--- src/hdl/lbw_map.svh ---
// Register offsets, reset values, field positions and codes of the local bus wait block
// Assumes inclusion by bare name from the design files
`ifndef LBW_MAP_SVH
`define LBW_MAP_SVH
`define LBW_OFF_MODE        2'h0
`define LBW_OFF_WAIT_LOW    2'h1
`define LBW_OFF_WAIT_HIGH   2'h2
`define LBW_MODE_RESET      8'h20
`define LBW_WAIT_LOW_RESET  8'haa
`define LBW_WAIT_HIGH_RESET 16'haaaa
`define LBW_WAIT_HIGH_FIXED 8'haa
`define LBW_BIT_ROM_FAST    6
`define LBW_BIT_ADDR_WAIT   5
`define LBW_EXT_NONE        3'h0
`define LBW_EXT_256B        3'h1
`define LBW_EXT_4K          3'h2
`define LBW_EXT_16K         3'h3
`define LBW_EXT_64K         3'h4
`define LBW_EXT_256K        3'h5
`define LBW_EXT_1M          3'h7
`define LBW_XSFR_LO         16'hffd0
`define LBW_XSFR_HI         16'hffdf
`define LBW_DATA_TOP        16'hffff
`define LBW_RELOC_PAGE      4'hf
`define LBW_LOW_SPACE_TOP   4'h0
`endif

--- src/hdl/lbw_pkg.sv ---
// Types of the local bus wait block: bus states, wait codes and the state record
// Assumes lbw_map.svh supplies the numeric constants
package lbw_pkg;
  typedef enum logic [2:0] {
    LBW_IDLE  = 3'b000,
    LBW_ALE   = 3'b001,
    LBW_ALEW  = 3'b010,
    LBW_STRB  = 3'b011
  } lbw_state_t;

  typedef enum logic [1:0] {
    LBW_W0   = 2'b00,
    LBW_W1   = 2'b01,
    LBW_W2   = 2'b10,
    LBW_WEXT = 2'b11
  } lbw_wait_t;

  typedef struct packed {
    lbw_state_t st;
    logic [1:0] wcnt;
    lbw_wait_t  wcode;
    logic       intl;
    logic       wr;
    logic [7:0] wdat;
    logic [7:0] mode;
    logic [7:0] wlow;
    logic [7:0] whigh;
    logic [15:0] rdata;
    logic       address_latch_strobe;
    logic       rd_n;
    logic       wr_n;
    logic [7:0] ad;
    logic       ad_oe;
    logic [11:0] ua;
    logic       strb_fn;
    logic       wait_fn;
    logic       done;
    logic [7:0] acc_rdata;
  } lbw_regs_t;
endpackage : lbw_pkg

--- src/hdl/lbw_local_bus_wait_control.sv ---
// Local bus master with address and access wait generation, plus its three control registers
// Assumes a core that issues one access at a time and a register port with 16-bit data
//
// Function
// Bus uses latch, read, write, muxed, upper address
// Bus enable turns port pins into bus functions
// Only upper lines of extension size drive address
// Address wait and access wait are independent
// Mode register holds ROM-cycle and address-wait bits
// Mode register resets to 20H
// Low wait register splits 0-FFFFH into four
// High wait register splits upper space four ways
// Software writes AAH into high byte
// Wait registers reset to AAH and AAAAH
// Software never puts external wait on ROM
// With bus hold, software avoids external wait
// Address wait stretches latch high one clock
// No address wait for RAM, registers, fast ROM
// Slow-cycle internal ROM also gets address wait
// Relocated external registers appear masked on bus
// Two-bit code: 0,1,2 waits or external
// Internal accesses give no strobes, bus floats
// Output address masked to extension size
// Each access wait stretches strobe low one clock
// Wait pin function only when external wait chosen
`timescale 1ns/1ps
`include "lbw_map.svh"
module lbw_local_bus_wait_control #(
  parameter logic [19:0] ROM_TOP  = 20'h1ffff,
  parameter logic [15:0] RAM_BASE = 16'hee00
) (
  input  wire logic        core_clk_i,
  input  wire logic        reset_n_i,
  input  wire logic [1:0]  reg_addr_i,
  input  wire logic [15:0] reg_wdata_i,
  input  wire logic        reg_we_i,
  input  wire logic        reg_re_i,
  output logic      [15:0] reg_rdata_o,
  input  wire logic [2:0]  ext_size_i,
  input  wire logic        high_relocation_setting_i,
  input  wire logic        acc_req_i,
  input  wire logic        acc_write_i,
  input  wire logic [19:0] acc_addr_i,
  input  wire logic [7:0]  acc_wdata_i,
  output logic             acc_done_o,
  output logic      [7:0]  acc_rdata_o,
  output logic             acc_busy_o,
  output logic             address_latch_strobe_o,
  output logic             read_strobe_n_o,
  output logic             write_strobe_n_o,
  input  wire logic [7:0]  mux_addr_data_lines_i,
  output logic      [7:0]  mux_addr_data_lines_o,
  output logic             mux_addr_data_lines_oe_o,
  output logic      [11:0] upper_address_lines_o,
  output logic      [11:0] upper_address_lines_oe_o,
  output logic             strobe_port_function_o,
  output logic             wait_input_function_o,
  input  wire logic        wait_n_i
);
  logic              rst_meta_q;
  logic              rst_n_q;
  lbw_pkg::lbw_regs_t q;
  lbw_pkg::lbw_regs_t d;
  logic [3:0]        up_lines;
  logic [11:0]       up_oe_d;
  logic [11:0]       up_oe_q;
  logic [19:0]       out_addr;
  logic [19:0]       addr_mask;
  logic [15:0]       page_base;
  logic              in_data;
  logic              in_rom;
  logic              ext_space;
  lbw_pkg::lbw_wait_t wsel;
  logic [7:0]        wfields;
  logic              busy_q;

  always_ff @(posedge core_clk_i or negedge reset_n_i) begin
    if (!reset_n_i) begin
      rst_meta_q <= 1'b0;
      rst_n_q    <= 1'b0;
    end else begin
      rst_meta_q <= 1'b1;
      rst_n_q    <= rst_meta_q;
    end
  end

  // Number of upper lines used per extension size
  always_comb begin
    case (ext_size_i)
      `LBW_EXT_NONE:  up_lines = 4'h0;
      `LBW_EXT_256B:  up_lines = 4'h0;
      `LBW_EXT_4K:    up_lines = 4'h4;
      `LBW_EXT_16K:   up_lines = 4'h6;
      `LBW_EXT_64K:   up_lines = 4'h8;
      `LBW_EXT_256K:  up_lines = 4'ha;
      default:        up_lines = 4'hc;
    endcase
  end

  genvar gi;
  generate
    for (gi = 0; gi < 12; gi++) begin : g_up
      assign up_oe_d[gi]       = (ext_size_i != `LBW_EXT_NONE) && (4'(gi) < up_lines);
      assign addr_mask[gi + 8] = up_oe_d[gi];
    end
  endgenerate
  assign addr_mask[7:0] = 8'hff;
  assign out_addr       = acc_addr_i & addr_mask;

  // Internal areas: data area follows the relocation setting, external registers excepted
  assign page_base = high_relocation_setting_i ? {`LBW_RELOC_PAGE, 12'h000} : 16'h0000;
  assign in_data   = (acc_addr_i[19:16] == page_base[15:12])
                   && (acc_addr_i[15:0] >= RAM_BASE)
                   && !((acc_addr_i[15:0] >= `LBW_XSFR_LO) && (acc_addr_i[15:0] <= `LBW_XSFR_HI));
  assign in_rom    = !in_data && (acc_addr_i <= ROM_TOP);
  assign ext_space = !in_data && !in_rom && (ext_size_i != `LBW_EXT_NONE);

  // Wait field per space: four low spaces, four high spaces
  assign wfields = (acc_addr_i[19:16] == `LBW_LOW_SPACE_TOP) ? q.wlow : q.whigh;
  always_comb begin
    case (acc_addr_i[19:16] == `LBW_LOW_SPACE_TOP ? acc_addr_i[15:14] : acc_addr_i[19:18])
      2'h0:    wsel = lbw_pkg::lbw_wait_t'(wfields[1:0]);
      2'h1:    wsel = lbw_pkg::lbw_wait_t'(wfields[3:2]);
      2'h2:    wsel = lbw_pkg::lbw_wait_t'(wfields[5:4]);
      default: wsel = lbw_pkg::lbw_wait_t'(wfields[7:6]);
    endcase
  end

  always_comb begin
    d           = q;
    d.done      = 1'b0;
    d.strb_fn   = (ext_size_i != `LBW_EXT_NONE);
    d.wait_fn   = (q.wlow[1:0] == 2'h3) || (q.wlow[3:2] == 2'h3) || (q.wlow[5:4] == 2'h3)
                || (q.wlow[7:6] == 2'h3) || (q.whigh[1:0] == 2'h3) || (q.whigh[3:2] == 2'h3)
                || (q.whigh[5:4] == 2'h3) || (q.whigh[7:6] == 2'h3);
    if (reg_we_i) begin
      case (reg_addr_i)
        `LBW_OFF_MODE:      d.mode  = reg_wdata_i[7:0];
        `LBW_OFF_WAIT_LOW:  d.wlow  = reg_wdata_i[7:0];
        `LBW_OFF_WAIT_HIGH: d.whigh = reg_wdata_i[7:0];
        default: ;
      endcase
    end
    case (reg_addr_i)
      `LBW_OFF_MODE:      d.rdata = {8'h00, q.mode};
      `LBW_OFF_WAIT_LOW:  d.rdata = {8'h00, q.wlow};
      `LBW_OFF_WAIT_HIGH: d.rdata = {`LBW_WAIT_HIGH_FIXED, q.whigh};
      default:            d.rdata = 16'h0000;
    endcase
    if (!reg_re_i) begin
      d.rdata = 16'h0000;
    end
    case (q.st)
      lbw_pkg::LBW_IDLE: begin
        if (acc_req_i) begin
          d.wr    = acc_write_i;
          d.wdat  = acc_wdata_i;
          d.wcode = wsel;
          d.wcnt  = wsel[1:0];
          if (ext_space || (in_rom && !q.mode[`LBW_BIT_ROM_FAST])) begin
            d.intl  = !ext_space;
            d.st    = lbw_pkg::LBW_ALE;
            d.address_latch_strobe  = ext_space;
            if (ext_space) begin
              d.ad    = out_addr[7:0];
              d.ad_oe = 1'b1;
              d.ua    = out_addr[19:8];
            end
          end else begin
            d.done      = 1'b1;
            d.acc_rdata = 8'h00;
          end
        end
      end
      lbw_pkg::LBW_ALE: begin
        if (q.mode[`LBW_BIT_ADDR_WAIT]) begin
          d.st = lbw_pkg::LBW_ALEW;
        end else begin
          d.st   = lbw_pkg::LBW_STRB;
          d.address_latch_strobe = 1'b0;
          d.rd_n = q.wr || q.intl;
          d.wr_n = !q.wr || q.intl;
          d.ad   = q.wdat;
          d.ad_oe = q.wr && !q.intl;
        end
      end
      lbw_pkg::LBW_ALEW: begin
        d.st    = lbw_pkg::LBW_STRB;
        d.address_latch_strobe  = 1'b0;
        d.rd_n  = q.wr || q.intl;
        d.wr_n  = !q.wr || q.intl;
        d.ad    = q.wdat;
        d.ad_oe = q.wr && !q.intl;
      end
      lbw_pkg::LBW_STRB: begin
        // Access waits hold the strobe low
        if (q.wcode == lbw_pkg::LBW_WEXT ? !wait_n_i : (q.wcnt != 2'h0)) begin
          d.wcnt = q.wcnt - 2'h1;
          if (q.wcode == lbw_pkg::LBW_WEXT) begin
            d.wcnt = q.wcnt;
          end
        end else begin
          d.st        = lbw_pkg::LBW_IDLE;
          d.rd_n      = 1'b1;
          d.wr_n      = 1'b1;
          d.ad_oe     = 1'b0;
          d.done      = 1'b1;
          d.acc_rdata = q.intl ? 8'h00 : mux_addr_data_lines_i;
        end
      end
      default: d.st = lbw_pkg::LBW_IDLE;
    endcase
  end

  always_ff @(posedge core_clk_i or negedge rst_n_q) begin
    if (!rst_n_q) begin
      q           <= '0;
      q.st        <= lbw_pkg::LBW_IDLE;
      q.mode      <= `LBW_MODE_RESET;
      q.wlow      <= `LBW_WAIT_LOW_RESET;
      q.whigh     <= 8'(`LBW_WAIT_HIGH_RESET);
      q.rd_n      <= 1'b1;
      q.wr_n      <= 1'b1;
      up_oe_q     <= '0;
      busy_q      <= 1'b0;
    end else begin
      q           <= d;
      up_oe_q     <= up_oe_d;
      busy_q      <= (d.st != lbw_pkg::LBW_IDLE);
    end
  end

  assign reg_rdata_o              = q.rdata;
  assign acc_done_o               = q.done;
  assign acc_rdata_o              = q.acc_rdata;
  assign acc_busy_o               = busy_q;
  assign address_latch_strobe_o   = q.address_latch_strobe;
  assign read_strobe_n_o          = q.rd_n;
  assign write_strobe_n_o         = q.wr_n;
  assign mux_addr_data_lines_o    = q.ad;
  assign mux_addr_data_lines_oe_o = q.ad_oe;
  assign upper_address_lines_o    = q.ua;
  assign upper_address_lines_oe_o = up_oe_q;
  assign strobe_port_function_o   = q.strb_fn;
  assign wait_input_function_o    = q.wait_fn;
endmodule : lbw_local_bus_wait_control

--- config.mk ---
export PLATFORM = sky130hd
export DESIGN_NAME = lbw_local_bus_wait_control
export DESIGN_NICKNAME = d
export VERILOG_FILES = /design/src/hdl/lbw_pkg.sv /design/src/hdl/lbw_local_bus_wait_control.sv
export VERILOG_INCLUDE_DIRS = /design/src /design/src/hdl
export SDC_FILE = /design/constraint.sdc
export NUM_CORES = 1
export LEC_CHECK = 0
export ABC_AREA = 1
export BUFFER_PORTS_ARGS = -buffer_cell sky130_fd_sc_hd__buf_2
export CELL_PAD_IN_SITES_DETAIL_PLACEMENT = 1
export CELL_PAD_IN_SITES_GLOBAL_PLACEMENT = 2
export CORE_ASPECT_RATIO = 1.4
export CORE_MARGIN = 1.5
export CORE_UTILIZATION = 33
export CTS_BUF_LIST = sky130_fd_sc_hd__clkbuf_8 sky130_fd_sc_hd__clkbuf_16
export CTS_CLUSTER_DIAMETER = 50
export DETAILED_ROUTE_END_ITERATION = 8
export GPL_ROUTABILITY_DRIVEN = 0
export HOLD_SLACK_MARGIN = 0.15
export PLACE_DENSITY_LB_ADDON = 0.08
export SYNTH_ARGS = -nofsm -noshare
export SYNTH_HDL_FRONTEND = slang
export SYNTH_SLANG_ARGS = --single-unit
--- constraint.sdc ---
create_clock -name core_clk_i -period 8.44 [get_ports core_clk_i]
set_clock_uncertainty 0.2 [all_clocks]
set_input_delay 1.266 -clock core_clk_i [delete_from_list [all_inputs] [get_ports core_clk_i]]
set_output_delay 1.266 -clock core_clk_i [all_outputs]
set_load 0.02 [all_outputs]
Word-level counts from Yosys, hierarchy flattened
Index checks and enable logic that the tools add are counted.
{"block": "totals", "ff_bits": 107, "inputBits": 65, "elab_cells": 169, "output_inout_bits": 64}
{"block": "classes", "n_reduce_logical": 63, "n_mux": 34, "addsub": 1, "magnitude_cmp": 16, "eq_ne": 30, "bitwise_logic": 1}
{"operator": "21-bit two-way mux", "count": 3}
{"operator": "16-bit one-hot mux with 3 select lines", "count": 1}
{"operator": "16-bit greater-or-equal comparator, second input constant", "count": 2}
{"operator": "16-bit two-way mux", "count": 2}
{"operator": "9-bit two-way mux", "count": 3}
{"operator": "8-bit one-hot mux with 3 select lines", "count": 1}
{"operator": "2-bit equality test, second input constant", "count": 11}
{"operator": "20-bit bitwise AND", "count": 1}
{"operator": "20-bit by 17-bit <= comparator with 1-bit output, second input constant", "count": 1}
{"operator": "1-bit logical AND", "count": 20}
{"operator": "4-bit one-hot mux with 5 select lines", "count": 1}
{"operator": "9-bit one-hot mux with 2 select lines", "count": 1}
{"operator": "17-bit two-way mux", "count": 1}
{"operator": "16-bit <= comparator, second input constant", "count": 1}
{"operator": "3-bit by 4-bit less-than comparator with 1-bit output, first input constant", "count": 4}
{"operator": "4-bit less-than comparator, first input constant", "count": 4}
{"operator": "8-bit two-way mux", "count": 2}
{"operator": "2-bit != test, second input constant", "count": 8}
{"operator": "4-bit AND reduction", "count": 4}
{"operator": "3-bit by 2-bit equality test with 1-bit output, second input constant", "count": 4}
{"operator": "12-bit two-way mux", "count": 1}
{"operator": "2-bit one-hot mux with 3 select lines", "count": 2}
{"operator": "3-bit one-hot mux with 4 select lines", "count": 1}
{"operator": "3-bit nonzero test", "count": 4}
{"operator": "25 further kinds", "count": 62}

Logic depth before layout (Yosys ltp)
{"block": "depth", "ltp_word": 14, "mapped_depth": 11, "ltp_nobuf": 11}

Least setup slack after synthesis
Ideal clock, no wire load.
{"block": "synth_timing", "kind": "input to register", "start": "input acc_addr_i[19]", "end": "register q[88] in the netlist's numbering", "stages": 9, "t_arrival_ns": 2.100, "setup_time_ns": 0.120, "slack_ns": 6.020, "path_buffers": 1, "t_required_ns": 8.120, "path_cell_list": "nor2_4 -> nand2_2 -> buf_6 -> nand2_1 -> o21ai_0 -> o21ai_0 -> nand3_1 -> nand3_1 -> a21oi_2"}
{"block": "synth_between", "elab_chain_cells": 6, "elab_cells_between_ends": 9, "classes_between": "2 x eq/ne; 5 x mux; 2 x reduce/logical"}
{"item": "start: declaration", "line": "lbw_local_bus_wait_control.sv:43", "source": "input wire logic [19:0] acc_addr_i,"}
{"item": "4-bit zero test (no line)"}
{"item": "2-bit two-way mux", "line": "lbw_local_bus_wait_control.sv:121", "source": "case (acc_addr_i[19:16] == `LBW_LOW_SPACE_TOP ? acc_addr_i[15:14] : acc_addr_i[19:18])"}
{"item": "2-bit equality test (tied with other cells)", "line": "lbw_local_bus_wait_control.sv:121"}
{"item": "2-bit one-hot mux with 3 select lines (*)", "line": "lbw_local_bus_wait_control.sv:121"}
{"item": "17-bit two-way mux (*)", "line": "lbw_local_bus_wait_control.sv:155", "source": "if (acc_req_i) begin"}
{"item": "2-bit one-hot mux with 2 select lines (*)", "line": "lbw_local_bus_wait_control.sv:153", "source": "case (q.st)"}
{"item": "end: declaration", "line": "lbw_local_bus_wait_control.sv:62", "source": "lbw_pkg::lbw_regs_t q;"}
Mark *: on every way between the ends. The rest lies on a longest branch, timed or not. The select of a mux whose other input is x is not followed.
A chain may end at the register's enable or synchronous reset.

Final worst setup path
{"block": "layout_timing", "start": "input acc_req_i", "end": "register q, in the netlist upper_address_lines_o[8]"}
{"block": "layout_between", "elab_chain_cells": 1}
{"item": "start: declaration", "line": "lbw_local_bus_wait_control.sv:41", "source": "input wire logic acc_req_i,"}
{"item": "4-bit AND reduction (no line)"}
No other way between the ends.

==> impl_metrics.toml <==
[cts]
htree_levels = 3
cts-root-buf = "clkbuf_16"
cts_buffers = 9
cts_tree = "built"
clk_pin_slew_ps = 70
cts.path.max_buffers = 2
hold_buffers = 3
insertion_delay_ps = 350
cts_sinks = 94
post_cts_buffers = 0
cts_resized = 0

[global_route]
grt_pass1_vias = 4136
antenna_found_initial = 0
grt_pass1_wl_um = 20800
gr-usage-all-layers_pct = 17.4
grt.overflow.total = 0
grt_max_degree = 52

[die]
core-area_um2 = 14000
die_area_um2 = 15200
die_x_um = 105
die_h_um = 145
initial_utilization_pct = 34.0
placementRows = 51
boundaryPins = 129

[timing]
finalHoldViolCount = 0
fin_hold_ws_ps = 177
finalCriticalPeriod_ps = 3000
relSlewSlack_pct = 42.4
final.setup.tns_ps = 0
max_freq_mhz = 333
rsz0062_at_grt = "no"
tightestPinTransition_ps = 863
setup_slack_ps = 5440
drv_slew = 0
timing.final.crit_share_pct = 35.6
final-setup-viol-count = 0

[synthesis]
seq_area_frac_synth_pct = 49.6
synthFlopType = "dfrtp_1"
ys_types = 39
synth_area_per_cell_um2 = 8.31
synthCells = 574
synth_top_area_share_pct = 43.5
yosys_warnings = 0
yosysTopAreaCell = "dfrtp_1"
synth_area_um2 = 4770
synth_area_leaders = "dfrtp_1 44%, nand2_1 13%, buf_4 7.9%, dfstp_2 6.1%, o21ai_0 6.0%"
async_flop_share_pct = 100
ys_seq_elements = 94
synth_edf_count = 0

[setup_path]
cp_slowest_cell = "nor2_2"
crit_chain = "buf_2 -> inv_1 -> nor2_2 -> inv_2 -> nor2_4 -> nand3_1 -> nand2_1"
path_depth = 7
arrival_ps = 3090
crit_path_start_kind = "input pin"
critPathRequiredTime_ps = 8530
crit_type = "input pin to register"
worst-path-max-fanout = 22
endpoint_kind = "register"
crit_buf_inv = 3
cp_top_family = "simple AND/OR/NAND/NOR gates"
r2r_cells = 7
max_stage_delay_ps = 680

[power_and_ir_drop]
p_leak_uw = 0.00303
ir_drop_mv = 0.109
power.density_nw_per_um2 = 296
p_total_uw = 1650

[route]
avgViaCountPerCell = 4.54
drt-initial-drc-count = 103
ant_nets = 0
wirelength_um = 12400
drc_errors = 0
vias = 3800
avgRoutedWirePerCell_um = 14.8
first_pass_iters = 4

[final_layout]
drive_above_1_share_pct = 27.3
layout_commonest_cell = "nand2_1"
utilization_pct = 39.7
fin_nets = 713
final_cell_mix = "159 x nand2_1, 116 x buf_2, 82 x dfrtp_1"
fillers = 1729
antenna_cells = 0
seq_area_um2 = 2370
multi_input_area_um2 = 1680
syn_to_final_growth_pct = 16.8

[place]
pre_cts_ws_ps = 4990
dpl.hpwl_um = 9320
io_buffers = 116

[hold_path]
hold_class = "register to register"
min_path_cells = 0

[flow_run]
maxCapViolations = 0

[status]
status = "finished clean"
-- Yosys cell counts (all sizes together) (2+ instances only) --
library cell / count
nor2: 29
o21bai: 9
o211ai: 5
nand3: 48
dfrtp: 83
clkbuf: 6
dfstp: 11
conb: 2
inv: 74
clkinv: 3
o21ai: 61
nand4: 5
a21oi: 7
nor3: 3
nand2: 165
buf: 56
-- layout make-up --
class / instances / share of cell area, %
sequential: 94 / 42.5
inverter: 77 / 5.19
tap: 185 / 4.15
clock inverter: 6 / 2.38
timing repair buffer: 120 / 11.3
multi-input combinational: 345 / 30.2
clock buffer: 10 / 4.29
-- state kept, by name, indices dropped and copies added (netlist names) --
name,flops
q,41
upper_address_lines_o,12
reg_rdata_o,9
acc_rdata_o,8
mux_addr_data_lines_o,8
upper_address_lines_oe_o,6
acc_busy_o,1
acc_done_o,1
address_latch_strobe_o,1
mux_addr_data_lines_oe_o,1
read_strobe_n_o,1
rst_meta_q,1
rst_n_q,1
strobe_port_function_o,1
wait_input_function_o,1
write_strobe_n_o,1
-- final timing paths --
| check | from | endpoint | slack [ps] |
|---|---|---|---|
| hold / removal | rst_meta_q$_DFF_PN0_ | rst_n_q$_DFF_PN0_ | 180 |
| max in group asynchronous | rst_n_q$_DFF_PN0_ | reg_rdata_o[3]$_DFF_PN0_ | 7020 |
| setup / recovery | acc_req_i | upper_address_lines_o[8]$_DFFE_PN0P_ | 5440 |
| setup reg to reg | q[91]$_DFF_PN0_ | upper_address_lines_o[8]$_DFFE_PN0P_ | 5870 |
| min in group asynchronous | rst_n_q$_DFF_PN0_ | q[52]$_DFFE_PN1P_ | 200 |
| hold reg to reg | rst_meta_q$_DFF_PN0_ | rst_n_q$_DFF_PN0_ | 180 |
-- metal layers --
metal / GRT usage [%] / vias up / wire, um
li1: - / 1906 / -
met1: 19.1 / 1822 / 4940
met2: 33.1 / 58 / 6950
met3: 3.23 / 14 / 288
met4: 5.82 / 0 / 224
met5: 0 / - / 0
-- per-stage QoR --
step	std cells	cell area (um^2)
after global routing	837	5570
after floorplan	578	4790
after global placement	818	5160
after detailed placement	818	5160
final	837	5570
after CTS	837	5570
-- power by group --
part | internal, uW | switching, uW
clock | 327 | 178
sequential | 583 | 67.9
combinational | 160 | 335
total | 1070 | 581
-- kinds of logic (layout without fill, tap and decap cells) --
group                      count (synthesis)  after routing  share of synthesized area, %
AOI/OAI and AO/OA                         86             86                          10.3
adders and majority gates                  1              1                         0.262
buffers and inverters                    139            213                          15.4
DFF                                       94             94                          49.6
other                                      2              6                         0.157
and+or+nand+nor                          252            252                          24.3
(Power assumes the default switching activity.)
